===== src/verilog/cie_pkg.sv =====
// constants and register map of the clock chip interrupt enable block
package cie_pkg;
   localparam logic [11:0] CIE_ENABLE_OFF = 12'h000;
   localparam logic [11:0] CIE_STATUS_OFF = 12'h004;
   localparam logic [11:0] CIE_EVENT_OFF = 12'h008;
   localparam logic [11:0] CIE_EVMASK_OFF = 12'h00C;
   localparam logic [11:0] CIE_PINSEL_OFF = 12'h010;
   localparam int CIE_GATE_BIT = 31;
   localparam int CIE_FAIL_BIT = 29;
   localparam int CIE_ERR_BIT = 28;
   localparam int CIE_RDY_BIT = 27;
   localparam int CIE_LMT_LO = 21;
   localparam int CIE_PLMT_BIT = 19;
   localparam int CIE_FREQ_LO = 14;
   localparam int CIE_LOS_LO = 4;
   localparam int CIE_PLOL_BIT = 0;
   localparam logic [31:0] CIE_ENABLE_WMASK = 32'hBBEBC1F1;
   localparam logic [31:0] CIE_ENABLE_RST = 32'h00000000;
   localparam logic [31:0] CIE_EVENT_RST = 32'h00000000;
   localparam logic [2:0] CIE_PINSEL_RST = 3'h0;
   localparam int CIE_NUM_GPIO = 4;
endpackage


===== src/verilog/cie_top.sv =====
// interrupt enable, status and apb register block of the clock chip
`timescale 1ns/1ns
module cie_top #(
   parameter int NUM_PINS = cie_pkg::CIE_NUM_GPIO
) (
   input wire logic CLK,
   input wire logic RST,
   input wire logic CE,
   input wire logic PSEL,
   input wire logic PENABLE,
   input wire logic PWRITE,
   input wire logic [11:0] PADDR,
   input wire logic [31:0] PWDATA,
   output logic [31:0] PRDATA,
   output logic PREADY,
   output logic PSLVERR,
   input wire logic OTP_LOAD_FAIL,
   input wire logic NVM_LOAD_FAIL,
   input wire logic OTP_CRC_ERR,
   input wire logic NVM_CRC_ERR,
   input wire logic OTP_MANUAL_RDY,
   input wire logic [4:0] LOSS_LIMIT_EVT,
   input wire logic PLL_LOL_LIMIT_EVT,
   input wire logic [3:0] FREQ_EVT,
   input wire logic [4:0] SIGNAL_LOSS_EVT,
   input wire logic PLL_LOL_EVT,
   output logic DEVICE_IRQ,
   output logic [NUM_PINS-1:0] GPIO_IRQ,
   output logic BLOCK_IRQ
);
   import cie_pkg::*;

   ////////////////////////////////////////////////////////////////////
   // status composition
   logic [31:0] enable_q;
   logic [31:0] status_raw;
   logic [31:0] event_q;
   logic [31:0] evmask_q;
   logic [2:0] pinsel_q;
   logic combined;
   logic device_irq_q;
   logic rd_status;

   // loader pair ORs, others mirror monitor events straight through
   always_comb begin
      status_raw = 32'h00000000;
      status_raw[CIE_FAIL_BIT] = OTP_LOAD_FAIL | NVM_LOAD_FAIL;
      status_raw[CIE_ERR_BIT] = OTP_CRC_ERR | NVM_CRC_ERR;
      status_raw[CIE_RDY_BIT] = OTP_MANUAL_RDY;
      status_raw[CIE_LMT_LO +: 5] = LOSS_LIMIT_EVT;
      status_raw[CIE_PLMT_BIT] = PLL_LOL_LIMIT_EVT;
      status_raw[CIE_FREQ_LO +: 4] = FREQ_EVT;
      status_raw[CIE_LOS_LO +: 5] = SIGNAL_LOSS_EVT;
      status_raw[CIE_PLOL_BIT] = PLL_LOL_EVT;
   end

   // enable mask selects sources; reserved enables are always zero
   assign combined = |(status_raw & enable_q & ~(32'h1 << CIE_GATE_BIT));

   ////////////////////////////////////////////////////////////////////
   // apb slave
   logic wr_en;
   logic rd_en;
   logic rd_load;
   logic rd_loaded_q;
   // zero wait states while running; a read whose setup edge fell while
   // frozen gets one wait state, else it would return stale data
   assign PREADY = CE && (PWRITE || rd_loaded_q);
   assign PSLVERR = 1'b0;
   assign wr_en = PSEL && PENABLE && PWRITE && PREADY;
   assign rd_en = PSEL && PENABLE && !PWRITE && PREADY;
   // data fetched at the setup edge, or at the first running edge
   // of the access phase when the setup edge was frozen
   assign rd_load = PSEL && !PWRITE && CE && !rd_loaded_q;

   // read data loaded flag, dropped when the read completes
   always_ff @(posedge CLK) begin
      if (RST) begin
         rd_loaded_q <= 1'b0;
      end else if (CE) begin
         if (rd_load) begin
            rd_loaded_q <= 1'b1;
         end else if (rd_en) begin
            rd_loaded_q <= 1'b0;
         end
      end
   end

   // enable register; only documented bits can be written
   always_ff @(posedge CLK) begin
      if (RST) begin
         enable_q <= CIE_ENABLE_RST;
      end else if (wr_en && PADDR == CIE_ENABLE_OFF) begin
         enable_q <= PWDATA & CIE_ENABLE_WMASK;
      end
   end

   // gated device interrupt, registered so the pin is glitch free
   always_ff @(posedge CLK) begin
      if (RST) begin
         device_irq_q <= 1'b0;
      end else if (CE) begin
         device_irq_q <= combined && enable_q[CIE_GATE_BIT];
      end
   end
   assign DEVICE_IRQ = device_irq_q;

   // pin select register
   always_ff @(posedge CLK) begin
      if (RST) begin
         pinsel_q <= CIE_PINSEL_RST;
      end else if (wr_en && PADDR == CIE_PINSEL_OFF) begin
         pinsel_q <= PWDATA[2:0];
      end
   end

   // block event mask
   always_ff @(posedge CLK) begin
      if (RST) begin
         evmask_q <= CIE_EVENT_RST;
      end else if (wr_en && PADDR == CIE_EVMASK_OFF) begin
         evmask_q <= PWDATA & CIE_ENABLE_WMASK;
      end
   end

   // sticky event bits: read clears, but a new event wins over the clear
   assign rd_status = rd_en && PADDR == CIE_EVENT_OFF;
   always_ff @(posedge CLK) begin
      if (RST) begin
         event_q <= CIE_EVENT_RST;
      end else if (CE) begin
         event_q <= (rd_status ? 32'h00000000 : event_q) | status_raw;
      end
   end
   assign BLOCK_IRQ = |(event_q & evmask_q);

   // read data register
   always_ff @(posedge CLK) begin
      if (RST) begin
         PRDATA <= 32'h00000000;
      end else if (rd_load) begin
         if (PADDR == CIE_ENABLE_OFF) begin
            PRDATA <= enable_q;
         end else if (PADDR == CIE_STATUS_OFF) begin
            PRDATA <= {combined, status_raw[30:0]};
         end else if (PADDR == CIE_EVENT_OFF) begin
            PRDATA <= event_q | status_raw;
         end else if (PADDR == CIE_EVMASK_OFF) begin
            PRDATA <= evmask_q;
         end else if (PADDR == CIE_PINSEL_OFF) begin
            PRDATA <= {29'h0, pinsel_q};
         end else begin
            PRDATA <= 32'h00000000; // unmapped reads zero
         end
      end
   end

   ////////////////////////////////////////////////////////////////////
   // pin routing
   cie_pin_route #(.NUM_PINS(NUM_PINS)) u_route (
      .CLK(CLK),
      .RST(RST),
      .CE(CE),
      .irq_in(device_irq_q),
      .sel(pinsel_q),
      .pins_q(GPIO_IRQ)
   );
endmodule


===== src/verilog/cie_pin_route.sv =====
// routes the gated interrupt to one selected general-purpose pin
`timescale 1ns/1ns
module cie_pin_route #(
   parameter int NUM_PINS = 4
) (
   input wire logic CLK,
   input wire logic RST,
   input wire logic CE,
   input wire logic irq_in,
   input wire logic [2:0] sel,
   output logic [NUM_PINS-1:0] pins_q
);
   import cie_pkg::*;
   // pins come from flops so a select change never glitches a pin
   genvar g;
   generate
      for (g = 0; g < NUM_PINS; g++) begin : g_pin
         always_ff @(posedge CLK) begin
            if (RST) begin
               pins_q[g] <= 1'b0;
            end else if (CE) begin
               pins_q[g] <= irq_in && (sel == 3'(g));
            end
         end
      end
   endgenerate
endmodule


===== config.mk =====
export PLATFORM = sky130hd
export DESIGN_NAME = cie_top
export DESIGN_NICKNAME = d
export VERILOG_FILES = /design/src/verilog/cie_pkg.sv /design/src/verilog/cie_top.sv /design/src/verilog/cie_pin_route.sv
export SDC_FILE = /design/constraint.sdc
export NUM_CORES = 1
export LEC_CHECK = 0
export ABC_AREA = 1
export BUFFER_PORTS_ARGS = -buffer_cell sky130_fd_sc_hd__clkbuf_2
export CAP_MARGIN = 15
export CORE_MARGIN = 5
export CORE_UTILIZATION = 48
export DETAILED_ROUTE_END_ITERATION = 7
export GPL_ROUTABILITY_DRIVEN = 0
export PLACE_DENSITY = 0.72
export SLEW_MARGIN = 5
export SYNTH_ARGS = -nofsm -noshare
export SYNTH_HDL_FRONTEND = slang
export SYNTH_SLANG_ARGS = --single-unit

===== constraint.sdc =====
create_clock -name CLK -period 1.23 [get_ports CLK]
set_input_delay 0.0615 -clock CLK [delete_from_list [all_inputs] [get_ports CLK]]
set_output_delay 0.0615 -clock CLK [all_outputs]
set_load 0.02 [all_outputs]

==> impl_metrics.yaml <==
run_status:
  outcome: "complete, but fails checks"
  violations: "negative setup slack"
clock_network:
  path_clk_slew_ps: 90
  clock_latency_ps: 360
  clock-sinks: 90
  cts_max_level: 3
  clk_path_buf_depth: 2
  cts_tree: "done"
  cts_root_buf: "clkbuf_8"
  numCtsBuffers: 9
drt:
  first_pass_iters: 6
  drtAntennaViolNets: 0
  drt_iter0_markers: 231
  route.detailed.drc: 0
  wl_per_cell_um: 15.0
  wirelength_um: 12900
  vias_per_cell: 5.22
  dr_total_vias: 4496
critical_path:
  cp.buffers_inverters: 1
  cp-end-kind: "output port"
  slowest_stage: "dfxtp_1"
  critPathMaxFanout: 2
  crit_chain: "a22o_1 > a221oi_2 > nand4_1 > buf_6"
  start_kind: "flop"
  crit_type: "reg2out"
  cp.required_ps: 1170
  slowest_delay_ps: 320
  arrival_ps: 1450
  cp_top_family: "compound AO/OA/AOI/OAI gates"
floorplanning:
  die_h_um: 105
  die_area_um2: 11100
  die_w_um: 105
  placementRows: 34
  pin_count: 111
  initial_core_util_pct: 49.7
  coreArea_um2: 8810
timing:
  drv_slew: 0
  hold_ws_ps: 4.59
  skew_ps: 10.0
  fmax_mhz: 660
  hold_violations: 0
  fin_crit_sh_pct: 123
  rsz0062_at_grt: "yes"
  finalSetupTns_ps: -285
  period_needed_ps: 1510
  setup_viol: 1
  maxSlewHeadroom_pct: 62.0
  fin_ws_ps: -285
  worst_slew_pin_slew_ps: 569
synth:
  seq_area_frac_synth_pct: 41.2
  ys_types: 30
  synth_seq_cells: 90
  synth_area_per_cell_um2: 7.04
  synth_area_um2: 4370
  netlist_instances: 621
  synth_warnings: 0
layout:
  fill_cells: 767
  drive_above_1_share_pct: 28.8
  layout_commonest_cell: "nand2_1"
  nNetsFinal: 819
  diodes: 0
  final_cells: 861
  area_growth_pct: 31.4
  layout_common_cells: "nand2_1, dfxtp_1, clkbuf_2"
place:
  dp_hpwl_um: 9080
  place_inst: 822
  numPortBuffers: 89
global_routing:
  grt_pass1_vias: 4383
  grt_pass1_wl_um: 21300
  grt_usage_pct: 23.3
  grt_max_degree: 25
  antenna_found_initial: 0
  gr-total-overflow: 0
power_and_ir_drop:
  vdd_drop_max_v: 0.000763
  powerDensity_nw_per_um2: 1010
  leakagePower_nw: 2.47
hold_path:
  hp-class: "in2reg"
flow_run:
  cap_violations: 0
[metal layers]
layer / track usage [%] / part of all wire (%) / wire length [um]
met1: 31.0 / 45 / 5750
met2: 39.3 / 47 / 6100
met3: 4.16 / 7.3 / 942
met4: 5.34 / 0.84 / 108
met5: 0 / 0 / 0
[tightest hold or removal path, stage by stage]
cell and delay (ps):
clkbuf_2 90, o21ai_0 70, a21oi_1 100
[cells in the mapped netlist]
library cell,instances,share of area [%]
nor2_2,1,0.14
nor2_1,25,2.1
clkbuf_1,18,1.5
o21ai_0,76,8.7
nand4_1,11,1.6
buf_2,8,0.92
nand3b_1,10,1.7
dfxtp_1,90,41
buf_4,13,2.2
buf_6,2,0.51
o21bai_1,1,0.17
a21oi_2,10,2.0
inv_1,74,6.4
inv_4,2,0.29
nor3_1,3,0.34
nand2_1,137,12
nand3_2,1,0.23
conb_1,1,0.086
a221oi_1,2,0.40
a21oi_1,85,9.7
nand3_1,11,1.3
nor2_4,4,1.0
nand2_2,2,0.29
o21ai_2,10,2.0
a22o_1,2,0.40
nand2_8,1,0.46
inv_2,6,0.51
nor4_2,1,0.29
nand2_4,1,0.26
o21ai_1,13,1.5
[path summary, 6_finish.rpt]
kind / from / endpoint / slack, ps / depth (start not counted)
setup / recovery: evmask_q[4] / BLOCK_IRQ / -280 / 4
hold / removal: PWDATA[24] / evmask_q[24] / 5 / 3
setup reg to reg: rd_loaded_q / PRDATA[29] / 20 / 7
hold reg to reg: evmask_q[31] / evmask_q[31] / 460 / 2
[state kept, by name, indices dropped and copies added, names as in the netlist]
register,count
DEVICE_IRQ,1
PRDATA,22
enable_q,20
event_q,19
evmask_q,20
pinsel_q,3
rd_loaded_q,1
u_route.pins_q,4
[what timing repair did]
action / 4_1_cts / 5_1_grt
hold buffers: 23 / 0
endpoints found under the hold margin: 24 / 0
gates resized for setup: 12 / 72
pin swaps: 3 / 21
cloned: 2 / 2
endpoints found under the setup margin: 25 / 28
buffers inserted: 2 / 0
[power by group]
part / internal [mW] / leakage (nW) / total, mW / switching (mW)
Sequential: 2.99 / 0.733 / 3.05 / 0.0578
Combinational: 0.295 / 1.64 / 0.691 / 0.396
Clock: 1.01 / 0.0962 / 2.09 / 1.08
Total: 4.29 / 2.47 / 5.83 / 1.54
[logic make-up (layout without fill, tap and decap cells)]
kind of cell           count (synthesis)  after routing  share of synthesized area [%]
and+or+nand+nor                      208            208                           21.5
AOI/OAI and AO/OA                    199            199                           24.9
buffers and inverters                123            245                           12.4
DFF                                   90             90                           41.2
other                                  1             11                         0.0857
[per-stage QoR]
step	power, mW	area (um^2)	setup slack (ps)	utilization, %
floorplan	3.44	4420	31.0	-
global placement	3.67	5090	-123	57.8
detailed placement	3.68	5090	-154	57.8
CTS	5.81	5600	-321	63.5
global route	6.08	5750	-341	65.3
finish	5.83	5750	-285	65.3
[layout make-up]
| class | instances | area [um^2] | area share, % |
|---|---|---|---|
| Multi-Input combinational cell | 418 | 2210 | 38.4 |
| Sequential cell | 90 | 1810 | 31.4 |
| Timing Repair inverter | 1 | 8.76 | 0.152 |
| Inverter | 82 | 325 | 5.66 |
| Clock inverter | 5 | 62.6 | 1.09 |
| Timing Repair Buffer | 146 | 1060 | 18.5 |
| Tap cell | 108 | 135 | 2.35 |
| Clock buffer | 11 | 141 | 2.46 |
(Power assumes the default switching activity.)
